--- config.mk ---
export PLATFORM = sky130hd
export DESIGN_NAME = gdc_counter
export DESIGN_NICKNAME = d
export VERILOG_FILES = /design/src/common/gdc_pkg.sv /design/src/core/gdc_decade.sv /design/src/core/gdc_counter.sv
export VERILOG_INCLUDE_DIRS = /design/src /design/src/common
export SDC_FILE = /design/constraint.sdc
export NUM_CORES = 1
export LEC_CHECK = 0
export ABC_AREA = 1
export BUFFER_PORTS_ARGS = -buffer_cell sky130_fd_sc_hd__buf_2
export CORE_ASPECT_RATIO = 0.7
export CORE_MARGIN = 5
export CORE_UTILIZATION = 24
export CTS_CLUSTER_DIAMETER = 60
export DETAILED_ROUTE_END_ITERATION = 8
export SLEW_MARGIN = 10
export SYNTH_ARGS = -nofsm -noshare
export SYNTH_HDL_FRONTEND = slang
export SYNTH_SLANG_ARGS = --single-unit
--- constraint.sdc ---
create_clock -name i_clk -period 4 [get_ports i_clk]
set_input_delay 1.2 -clock i_clk [delete_from_list [all_inputs] [get_ports i_clk]]
set_output_delay 1.2 -clock i_clk [all_outputs]
set_load 0.02 [all_outputs]
--- src/common/gdc_map.svh ---
/*
 * Constants for the gated decade event counter: register offsets, field
 * positions, reset values and timing counts.
 * Assumes inclusion by bare name from package and design files.
 */
`ifndef GDC_MAP_SVH
`define GDC_MAP_SVH

// ==========================================================
// Register offsets (byte addresses)
`define GDC_OFS_CTRL 12'h000
`define GDC_OFS_STAT 12'h004
`define GDC_OFS_CNT_A 12'h008
`define GDC_OFS_CNT_B 12'h00C

// ==========================================================
// Control register fields
`define GDC_CTRL_START 0
`define GDC_CTRL_STOP 1
`define GDC_CTRL_RESET 2
`define GDC_CTRL_MODE_LO 3
`define GDC_CTRL_MODE_HI 4
`define GDC_CTRL_LEADER 5
`define GDC_CTRL_INTTB 6

// ==========================================================
// Status register fields
`define GDC_STAT_RUN 0
`define GDC_STAT_ENABLE 1
`define GDC_STAT_OVF 2
`define GDC_STAT_PRESET 3
`define GDC_STAT_RESET 4

// ==========================================================
// Reset values and decade constants
`define GDC_MODE_RST 2'h0
`define GDC_DEC_MAX 4'h9
`define GDC_DEC_ZERO 4'h0

// ==========================================================
// Timing figures
`define GDC_CLK_HZ 40000000
`define GDC_OVF_PULSE_NS 2000
`define GDC_RST_PULSE_NS 10000
`define GDC_OVF_CYC ((`GDC_OVF_PULSE_NS * (`GDC_CLK_HZ / 1000000)) / 1000)
`define GDC_RST_CYC ((`GDC_RST_PULSE_NS * (`GDC_CLK_HZ / 1000000)) / 1000)

`endif

--- src/common/gdc_pkg.sv ---
/*
 * Types for the gated decade event counter.
 * Assumes gdc_map.svh is on the include path.
 */
`include "gdc_map.svh"

package gdc_pkg;
    // ==========================================================
    // Counting source mode
    typedef enum logic [1:0] {
        GDC_AUTO_REPEAT = 2'b00,
        GDC_SINGLE_RUN = 2'b01,
        GDC_TEST = 2'b10
    } gdc_mode_t;

    // BCD digit
    typedef logic [3:0] gdc_bcd_t;
endpackage

--- src/core/gdc_decade.sv ---
/*
 * One BCD decade with enable-in and carry-out.
 * Assumes one clock domain and a synchronous clear.
 */
`timescale 1ns/1ps
`include "gdc_map.svh"

module gdc_decade (
    input wire logic i_clk,
    input wire logic i_rst_n,
    input wire logic i_clear,
    input wire logic i_step,
    output gdc_pkg::gdc_bcd_t o_digit,
    output logic o_carry
);
    import gdc_pkg::*;

    // ==========================================================
    // Digit state
    gdc_bcd_t digit; // Current BCD value
    wire at_max; // Digit sits at nine
    wire gdc_bcd_t next_digit;

    assign at_max = (digit == `GDC_DEC_MAX);
    assign next_digit = at_max ? `GDC_DEC_ZERO : digit + 4'h1;
    assign o_digit = digit;
    // Carry is the step taken while the digit sits at nine, one step pulse
    assign o_carry = i_step & at_max;

    // Advance on each step, clear wins
    always_ff @(posedge i_clk or negedge i_rst_n) begin
        if (!i_rst_n) begin
            digit <= `GDC_DEC_ZERO;
        end else if (i_clear) begin
            digit <= `GDC_DEC_ZERO;
        end else if (i_step) begin
            digit <= next_digit;
        end
    end

    // Digit never leaves the BCD range
    bcd_range_a: assert property (@(posedge i_clk) disable iff (!i_rst_n)
        digit <= `GDC_DEC_MAX) else $error("decade out of BCD range");
endmodule

--- src/core/gdc_counter.sv ---
/*
 * Gated decade event counter channel with APB register slave.
 * Assumes the shaped pulse, reference pulse, gate and shared lines come
 * from pins outside the clock domain; shared lines are open drain.
 */
// The APB register port and the register addresses are this design's own decisions.
`timescale 1ns/1ps
`include "gdc_map.svh"

// Behaviour
// - One count per pulse, rearm on idle
// - Mode picks external or reference pulse
// - Count only when all five qualifiers hold
// - Reset busy low during any reset
// - Idle external gate permits counting
// - Follower low gate line or preset blocks
// - Leader pulls gate line when gated off other than by preset alone
// - Enable and activity lamp track qualifiers
// - First decade steps on falling pulse edge
// - Seven decades chained by carry
// - Reset clears decades and overflow latch
// - Last carry gives two microsecond pulse
// - Overflow latch sticks until reset
// - Positive logic: one is high
// - Start sets, stop clears run flag
// - First preset match drives preset line low
// - General reset pulse ten microseconds wide
// - Each decade readable as BCD

module gdc_counter #(
    parameter int DECADES = 7
) (
    input wire logic i_clk,
    input wire logic i_rst_n,
    input wire logic i_psel,
    input wire logic i_penable,
    input wire logic i_pwrite,
    input wire logic [11:0] i_paddr,
    input wire logic [31:0] i_pwdata,
    output logic [31:0] o_prdata,
    output logic o_pready,
    output logic o_pslverr,
    input wire logic i_pulse,
    input wire logic i_ref_pulse,
    input wire logic i_ext_gate,
    input wire logic i_reset_btn,
    input wire logic i_reset_ext,
    input wire logic i_sys_reset,
    input wire logic i_gate_line,
    input wire logic i_preset_line,
    input wire logic i_other_gated_off,
    input wire logic i_preset_match_a,
    input wire logic i_preset_match_b,
    output logic o_gate_line_oe,
    output logic o_preset_line_oe,
    output logic o_enable,
    output logic o_gate_lamp,
    output logic o_overflow,
    output logic o_ovf_lamp,
    output logic o_reset_busy_n,
    output logic [4*DECADES-1:0] o_bcd
);
    import gdc_pkg::*;

    localparam int OVF_CYC = `GDC_OVF_CYC;
    localparam int RST_CYC = `GDC_RST_CYC;

    // ==========================================================
    // Input synchronisers
    logic [1:0] s_pulse, s_ref, s_gate, s_btn, s_ext, s_sys;
    logic [1:0] s_gline, s_pline, s_other, s_pma, s_pmb;

    // Two stages per pin, second stage only is read
    always_ff @(posedge i_clk or negedge i_rst_n) begin
        if (!i_rst_n) begin
            s_pulse <= 2'h0;
            s_ref <= 2'h0;
            s_gate <= 2'h3;
            s_btn <= 2'h0;
            s_ext <= 2'h0;
            s_sys <= 2'h0;
            s_gline <= 2'h3;
            s_pline <= 2'h3;
            s_other <= 2'h0;
            s_pma <= 2'h0;
            s_pmb <= 2'h0;
        end else begin
            s_pulse <= {s_pulse[0], i_pulse};
            s_ref <= {s_ref[0], i_ref_pulse};
            s_gate <= {s_gate[0], i_ext_gate};
            s_btn <= {s_btn[0], i_reset_btn};
            s_ext <= {s_ext[0], i_reset_ext};
            s_sys <= {s_sys[0], i_sys_reset};
            s_gline <= {s_gline[0], i_gate_line};
            s_pline <= {s_pline[0], i_preset_line};
            s_other <= {s_other[0], i_other_gated_off};
            s_pma <= {s_pma[0], i_preset_match_a};
            s_pmb <= {s_pmb[0], i_preset_match_b};
        end
    end

    // ==========================================================
    // Control registers
    logic run; // Run state flag
    logic leader; // Leader configuration
    logic int_tb; // Internal time base in use
    gdc_mode_t mode; // Counting source
    logic preset_mem; // Preset memory flag
    logic ovf_latch; // Sticky overflow
    logic [15:0] rst_cnt; // General reset pulse timer
    logic [15:0] ovf_cnt; // Overflow pulse timer
    logic src_q; // Previous selected pulse level
    logic ref_q; // Previous reference level
    logic start_pend, stop_pend; // Run changes waiting for sync

    // APB decode
    wire apb_wr = i_psel & i_penable & i_pwrite;
    wire apb_rd = i_psel & i_penable & ~i_pwrite;
    wire sel_ctrl = (i_paddr == `GDC_OFS_CTRL);
    wire sel_stat = (i_paddr == `GDC_OFS_STAT);
    wire sel_cnta = (i_paddr == `GDC_OFS_CNT_A);
    wire sel_cntb = (i_paddr == `GDC_OFS_CNT_B);
    wire mapped = sel_ctrl | sel_stat | sel_cnta | sel_cntb;
    wire ctrl_wr = apb_wr & sel_ctrl;
    wire sw_start = ctrl_wr & i_pwdata[`GDC_CTRL_START];
    wire sw_stop = ctrl_wr & i_pwdata[`GDC_CTRL_STOP];
    wire sw_reset = ctrl_wr & i_pwdata[`GDC_CTRL_RESET];

    // ==========================================================
    // Reset circuit
    // Reset pulse trigger
    wire rst_src = s_btn[1] | s_ext[1] | s_sys[1] | sw_reset;
    wire rst_active = (rst_cnt != 16'h0);
    wire next_busy_n = ~(rst_src | rst_active);

    // Timer reloads while any source stays active
    always_ff @(posedge i_clk or negedge i_rst_n) begin
        if (!i_rst_n) begin
            rst_cnt <= 16'h0;
        end else if (rst_src) begin
            rst_cnt <= RST_CYC[15:0];
        end else if (rst_active) begin
            rst_cnt <= rst_cnt - 16'h1;
        end
    end

    // ==========================================================
    // Source select and pulse edge
    // Test mode routes reference
    wire src_lvl = (mode == GDC_TEST) ? s_ref[1] : s_pulse[1];
    wire src_fall = src_q & ~src_lvl;
    wire ref_rise = s_ref[1] & ~ref_q;

    // ==========================================================
    // Gating
    // High external gate permits
    wire ext_ok = s_gate[1];
    wire gline_ok = leader | s_gline[1];
    wire pline_ok = s_pline[1];
    wire next_enable = run & o_reset_busy_n & ext_ok & gline_ok & pline_ok;
    wire own_off = ~(run & o_reset_busy_n & ext_ok);
    wire next_gate_oe = leader & (own_off | s_other[1]);
    wire step0 = o_enable & src_fall;

    // ==========================================================
    // Run flag, preset memory and source history
    // Start and stop, synced to reference if internal base
    wire sync_ok = ~int_tb | ref_rise;
    wire do_start = (sw_start | start_pend) & sync_ok;
    wire do_stop = (sw_stop | stop_pend) & sync_ok;

    // Run flag, stop wins over start
    always_ff @(posedge i_clk or negedge i_rst_n) begin
        if (!i_rst_n) begin
            run <= 1'b0;
            start_pend <= 1'b0;
            stop_pend <= 1'b0;
        end else begin
            run <= do_stop ? 1'b0 : (do_start ? 1'b1 : run);
            start_pend <= (sw_start | start_pend) & ~sync_ok;
            stop_pend <= (sw_stop | stop_pend) & ~sync_ok;
        end
    end

    always_ff @(posedge i_clk or negedge i_rst_n) begin
        if (!i_rst_n) begin
            preset_mem <= 1'b0;
        end else if (s_pma[1] | s_pmb[1]) begin
            preset_mem <= 1'b1;
        end else if (rst_active) begin
            preset_mem <= 1'b0;
        end
    end

    // Pulse history registers
    always_ff @(posedge i_clk or negedge i_rst_n) begin
        if (!i_rst_n) begin
            src_q <= 1'b0;
            ref_q <= 1'b0;
        end else begin
            src_q <= src_lvl;
            ref_q <= s_ref[1];
        end
    end

    // ==========================================================
    // Decade chain
    // Ripple chain of decades
    wire [DECADES:0] chain;
    wire [4*DECADES-1:0] bcd;
    assign chain[0] = step0;
    genvar g;
    generate
        for (g = 0; g < DECADES; g = g + 1) begin : g_dec
            gdc_decade u_dec (
                .i_clk(i_clk),
                .i_rst_n(i_rst_n),
                .i_clear(rst_active),
                .i_step(chain[g]),
                .o_digit(bcd[4*g +: 4]),
                .o_carry(chain[g+1])
            );
        end
    endgenerate
    wire last_carry = chain[DECADES];

    // ==========================================================
    // Overflow shaper and latch
    // Two microsecond pulse on last carry
    always_ff @(posedge i_clk or negedge i_rst_n) begin
        if (!i_rst_n) begin
            ovf_cnt <= 16'h0;
        end else if (last_carry) begin
            ovf_cnt <= OVF_CYC[15:0];
        end else if (ovf_cnt != 16'h0) begin
            ovf_cnt <= ovf_cnt - 16'h1;
        end
    end

    // Sticky latch, set wins over reset
    always_ff @(posedge i_clk or negedge i_rst_n) begin
        if (!i_rst_n) begin
            ovf_latch <= 1'b0;
        end else if (last_carry) begin
            ovf_latch <= 1'b1;
        end else if (rst_active) begin
            ovf_latch <= 1'b0;
        end
    end

    // ==========================================================
    // Control configuration and registered outputs
    wire [31:0] ctrl_rd = {25'h0, int_tb, leader, mode, 3'h0};
    wire [31:0] stat_rd = {27'h0, ~o_reset_busy_n, preset_mem, ovf_latch,
        o_enable, run};
    // Readout image, zero above the top decade so short chains still fit
    wire [63:0] bcd_wide = 64'(bcd);
    wire [31:0] next_rdata = sel_ctrl ? ctrl_rd :
        sel_stat ? stat_rd :
        sel_cnta ? {16'h0, bcd_wide[15:0]} :
        sel_cntb ? {16'h0, bcd_wide[31:16]} : 32'h0;

    // Configuration writes
    always_ff @(posedge i_clk or negedge i_rst_n) begin
        if (!i_rst_n) begin
            mode <= GDC_AUTO_REPEAT;
            leader <= 1'b0;
            int_tb <= 1'b0;
        end else if (ctrl_wr) begin
            mode <= gdc_mode_t'(
                i_pwdata[`GDC_CTRL_MODE_HI:`GDC_CTRL_MODE_LO]);
            leader <= i_pwdata[`GDC_CTRL_LEADER];
            int_tb <= i_pwdata[`GDC_CTRL_INTTB];
        end
    end

    always_ff @(posedge i_clk or negedge i_rst_n) begin
        if (!i_rst_n) begin
            o_enable <= 1'b0;
            o_gate_lamp <= 1'b0;
            o_gate_line_oe <= 1'b0;
            o_preset_line_oe <= 1'b0;
            o_reset_busy_n <= 1'b0;
            o_overflow <= 1'b0;
            o_ovf_lamp <= 1'b0;
            o_bcd <= '0;
        end else begin
            o_enable <= next_enable;
            o_gate_lamp <= next_enable;
            o_gate_line_oe <= next_gate_oe;
            o_preset_line_oe <= preset_mem;
            o_reset_busy_n <= next_busy_n;
            o_overflow <= last_carry | (ovf_cnt > 16'h1);
            o_ovf_lamp <= ovf_latch | last_carry;
            o_bcd <= bcd;
        end
    end

    // APB answer: zero wait, error on unmapped
    always_ff @(posedge i_clk or negedge i_rst_n) begin
        if (!i_rst_n) begin
            o_prdata <= 32'h0;
            o_pready <= 1'b0;
            o_pslverr <= 1'b0;
        end else begin
            o_prdata <= (i_psel & ~i_penable & ~i_pwrite) ? next_rdata : 32'h0;
            o_pready <= i_psel & ~i_penable;
            o_pslverr <= i_psel & ~i_penable & ~mapped;
        end
    end

    // ==========================================================
    // Checks
    // Step needs enable
    step_gated_a: assert property (@(posedge i_clk) disable iff (!i_rst_n)
        step0 |-> o_enable) else $error("step while disabled");
    lamp_follow_a: assert property (@(posedge i_clk) disable iff (!i_rst_n)
        o_gate_lamp == o_enable) else $error("lamp mismatch");
    busy_hold_a: assert property (@(posedge i_clk) disable iff (!i_rst_n)
        rst_src |=> !o_reset_busy_n) else $error("busy not low");
    ovf_sticky_a: assert property (@(posedge i_clk) disable iff (!i_rst_n)
        ovf_latch && !rst_active |=> ovf_latch) else $error("latch lost");
    ovf_width_a: assert property (@(posedge i_clk) disable iff (!i_rst_n)
        last_carry |=> o_overflow [*8]) else $error("overflow pulse short");
    rst_clear_a: assert property (@(posedge i_clk) disable iff (!i_rst_n)
        rst_active && !last_carry |=> bcd == '0 && !ovf_latch)
        else $error("reset did not clear");
    lead_drive_a: assert property (@(posedge i_clk) disable iff (!i_rst_n)
        leader && !run |=> o_gate_line_oe) else $error("gate line free");
    preset_drv_a: assert property (@(posedge i_clk) disable iff (!i_rst_n)
        preset_mem |=> o_preset_line_oe) else $error("preset line free");
    single_cnt_a: assert property (@(posedge i_clk) disable iff (!i_rst_n)
        step0 |=> !step0) else $error("double count");

    count_c: cover property (@(posedge i_clk) step0);
    ovf_c: cover property (@(posedge i_clk) last_carry);
    test_c: cover property (@(posedge i_clk) mode == GDC_TEST && step0);
endmodule

==> metrics list <==
- The flow ran to the end, and the final reports show no timing, DRC or antenna violations.
- Starting density of the core: between 20 and 25%
- The worst register-to-register path ends at g_dec[2].u_dec.o_digit[2]$_DFFE_PN0P_.
- Number of H-tree branching levels: 4
- Area growth from synthesis to final layout: 21.9%
* Post-layout instance area: roughly 8000 um2
- Port bufs: 87
- Clock insertion delay at the later pin of the skew report: 0.43 ns
* Worst Setup Path Type: input pin to flip-flop
* X dimension of the die: between 200 and 250 um
- STA puts the critical path data required time at 4.32 ns.
- Entering global routing, the biggest net connects 86 pins.
- The startpoint identified for the worst register-to-register timing path is rst_cnt[0]$_DFFE_PN0N_.
* Number of synthesized register bits: 145
- Number of nets in the layout: between 800 and 900
- Post-route setup TNS: 0 ns
- The clock net in this run drives a total of 145 sinks.
* Hold Path End: s_sys[1]$_DFF_PN0_
- Row generation in the floorplan step produced 50 rows.
- Synthesis handed over a netlist of roughly 660 instances.
- Ranked by instance count, the synthesized netlist is headed by sky130_fd_sc_hd__dfrtp_1, sky130_fd_sc_hd__nor2_1, sky130_fd_sc_hd__inv_1.
- Yosys mapped a number of flops with a built-in enable equal to 0.
* Overflow after GRT: 0
- Final hold violations: 0
- sky130_fd_sc_hd__dfrtp_1 is the most common cell in the netlist.
- Die height: between 100 and 150 um
- First-pass GRT wire length: around 24 mm
- Total net switching power: about 770 uW
- Number of hold-repair buffers added at the cts stage: 0
* Most used flip-flop cell after synthesis: sky130_fd_sc_hd__dfrtp_1
* Peak supply drop: 0.000287 V
- In this run the worst path has a maximum fanout of 13.
- The die covers 30,200 um2.
* Worst Max-Slew Pin Slew: around 0.84 ns
- Slew headroom: 43.6%
- In this run the mean area of a mapped cell was slightly below 10 um2.
* Buffer type at the clock tree root: sky130_fd_sc_hd__clkbuf_16
- Flop-to-flop setup slack: ~1.8 ns
* Antenna diode count: 0
* Top-area cell type share of the netlist area: around 54%
- Switch share: 24.3%
* Post-layout minimum cycle time: 2.49 ns
- For this run, design rule violations remaining after detail routing come to 0.
- Filler instances: 2,770
- Global routing used 9.87% of the available tracks.
* Cell Int Power: 2.40 mW
- Most crowded layer after global routing: met2
- Part of the power in combinational logic: 3.2%
* Number of vias after detailed routing: 4,703
- TritonCTS built the clock tree.
- Total Routed Length: 14.6 mm
- Core Footprint: 26,600 um2
- Register cell area after layout: 3640 um2
* GRT met1 Usage: 13.9%
* Portion of total power attributed to the clock network: 49.6%
- The tool flagged a number of max-cap violations equal to 0.
- Via-to-Cell Ratio: 4.12
- Endpoint class of the critical path: flip-flop
- Of all cell types, the one taking the most synthesized area is sky130_fd_sc_hd__dfrtp_1.
- Weighted congestion at the end of routability-driven global placement: a little over 0.8
- Yosys attributes the largest share of cell area to sky130_fd_sc_hd__dfrtp_1, sky130_fd_sc_hd__nor2_1, sky130_fd_sc_hd__inv_1.
* Hold Crit Start: s_sys[0]$_DFF_PN0_
- Post-synthesis cell area: 6430 um2
- The multi-input combinational cells in the finished layout cover a total of 2330 um2.
* Total number of yosys warnings: 0
* Sequential cell area fraction in the yosys report: a little under three fifths
- The worst hold path was traced through 0 stages.
* Sum of net half-perimeters after detailed placement: around 11 mm
- Setup fix buffers added after clock tree synthesis: 0
* Number of CTS-inserted buffers: 17
- Antenna-violating nets left: 0
* Fraction of final layout cells sized beyond drive strength 1: about a fifth
- Data arrives at the worst endpoint at between 2 and 3 ns.
- On the final layout, the worst clock skew is 0.0158 ns.
* Initial detailed-routing violation count: 320
- Setup repair after global routing left no endpoint under its margin.
- Number of antenna violations at the first check in global routing: 0
* Leakage: 3.90 nW
- Setup violations remaining at the end of the flow were counted as 0.
- Of the total power, registers draw 47.2%.
- In this run, post-CTS repair resized a total of 0 instances.
- After detailed placement, the total cell area comes to 7260 um2.
- Num ports: between 100 and 150
* Synth cell types: 46
* Met3 Track Usage GR: 2.80%
* Clock input transition at the sequential cells of the worst setup and hold paths: 0.07 ns
* Number of pins exceeding their max-slew limit in the final report: 0
* Worst reg2reg path depth: 11
- Counting along the longest clock path gives a buffer depth of 2.
- Class of the tightest hold or removal check: flip-flop to flip-flop
- STA classifies the critical path startpoint as an input pin.
* Cell area power density: approximately 400 nW/um2
- FFs w/ async S/R, synth: between 90% and 100%
* Highest Clock Rate: 402 MHz
* Ratio of final minimum period to clock period: 62.2%
- For met2 alone, demand over resource in global routing was 14.9%.
- Via count of the first global-routing pass: between 4,000 and 5,000
- Before antenna repair, the detailed router went through 4 iterations.
- Average wire per cell in the routed design: roughly 13 um
power by group through the flow:
stage	logic (mW)	registers (mW)	clock network, mW
2_1_floorplan	0.0551	1.52	0
3_3_place_gp	0.105	1.52	0
3_5_place_dp	0.105	1.52	0
4_1_cts	0.106	1.50	1.61
5_1_grt	0.118	1.50	1.69
6_report	0.103	1.50	1.57
placed cells by master (no fill, tap or decap), types with 4 or more instances in the layout:
cell type,n
sky130_fd_sc_hd__nor2_1,87
sky130_fd_sc_hd__a21oi_1,25
sky130_fd_sc_hd__nand2_1,77
sky130_fd_sc_hd__nand4_1,11
sky130_fd_sc_hd__o22ai_1,11
sky130_fd_sc_hd__xnor2_1,5
sky130_fd_sc_hd__xor2_1,16
sky130_fd_sc_hd__dfrtp_1,139
sky130_fd_sc_hd__buf_2,86
sky130_fd_sc_hd__clkbuf_16,17
sky130_fd_sc_hd__o211ai_1,5
sky130_fd_sc_hd__nor2_2,5
sky130_fd_sc_hd__nand3_1,33
sky130_fd_sc_hd__nand3_2,4
sky130_fd_sc_hd__nor3_1,29
sky130_fd_sc_hd__ha_1,18
sky130_fd_sc_hd__conb_1,16
sky130_fd_sc_hd__o21ai_1,6
sky130_fd_sc_hd__dfstp_2,6
sky130_fd_sc_hd__inv_2,8
sky130_fd_sc_hd__o21ai_0,29
sky130_fd_sc_hd__inv_1,86
sky130_fd_sc_hd__nor2_4,4
sky130_fd_sc_hd__inv_6,11
per-layer routing:
metal | vias up | routed length [um]
met1 | 2261 | 7190
met4 | 0 | 120
met3 | 12 | 676
met5 | - | 0
li1 | 2346 | -
met2 | 84 | 6590
sequential cells by signal, indices dropped and copies added (netlist names), 16 cells and up:
| register | cells |
|---|---|
| g_dec.u_dec.o_digit | 28 |
| o_bcd | 28 |
| o_prdata | 16 |
| ovf_cnt | 16 |
| rst_cnt | 16 |
logic make-up after synthesis:
family	share of synthesized area [%]
buffers and inverters	8.09
adders and majority gates	3.50
xor gates and xnor gates	2.86
and+or+nand+nor	21.2
AOI/OAI and AO/OA	7.76
DFF	56.5
other	0.0583
per-stage QoR:
step	util, %	instances	worst slack (ns)	hold slack (ns)	power (mW)
after floorplan	-	677	1.64	0.331	1.58
after global placement	27.3	1109	1.09	0.334	1.63
after detailed placement	27.3	1109	1.07	0.336	1.63
after CTS	29.5	1141	1.52	0.350	3.21
after global routing	29.5	1141	1.43	0.354	3.30
final	29.5	1141	1.51	0.348	3.17
worst max-delay path by stage:
| stage | endpoint | from | slack (ns) |
|---|---|---|---|
| floorplan | rst_cnt[3]$_DFFE_PN0N_ | i_paddr[1] | 1.64 |
| finish | rst_cnt[0]$_DFFE_PN0N_ | i_paddr[1] | 1.51 |
| detailed placement | rst_cnt[14]$_DFFE_PN0N_ | i_paddr[1] | 1.07 |
| global placement | rst_cnt[14]$_DFFE_PN0N_ | i_paddr[1] | 1.09 |
| CTS | rst_cnt[14]$_DFFE_PN0N_ | i_paddr[1] | 1.52 |
| global route | rst_cnt[0]$_DFFE_PN0N_ | i_paddr[1] | 1.43 |
worst max-delay path: stages:
cell,delay [ns]
sky130_fd_sc_hd__buf_2,0.09
sky130_fd_sc_hd__or2_1,0.27
sky130_fd_sc_hd__nor3_2,0.27
sky130_fd_sc_hd__nand4_1,0.14
sky130_fd_sc_hd__nand2_1,0.44
sky130_fd_sc_hd__inv_1,0.22
sky130_fd_sc_hd__nand3_1,0.11
sky130_fd_sc_hd__o21ai_1,0.06
final cells by class:
type,count,area share [%]
Sequential cell,145,46.4
Timing Repair Buffer,90,6.08
Tap cell,364,5.81
Clock inverter,15,2.00
Clock buffer,17,5.43
Inverter,95,4.55
Multi-Input combinational cell,415,29.8
Note: power is estimated with default switching activity, not from simulation.
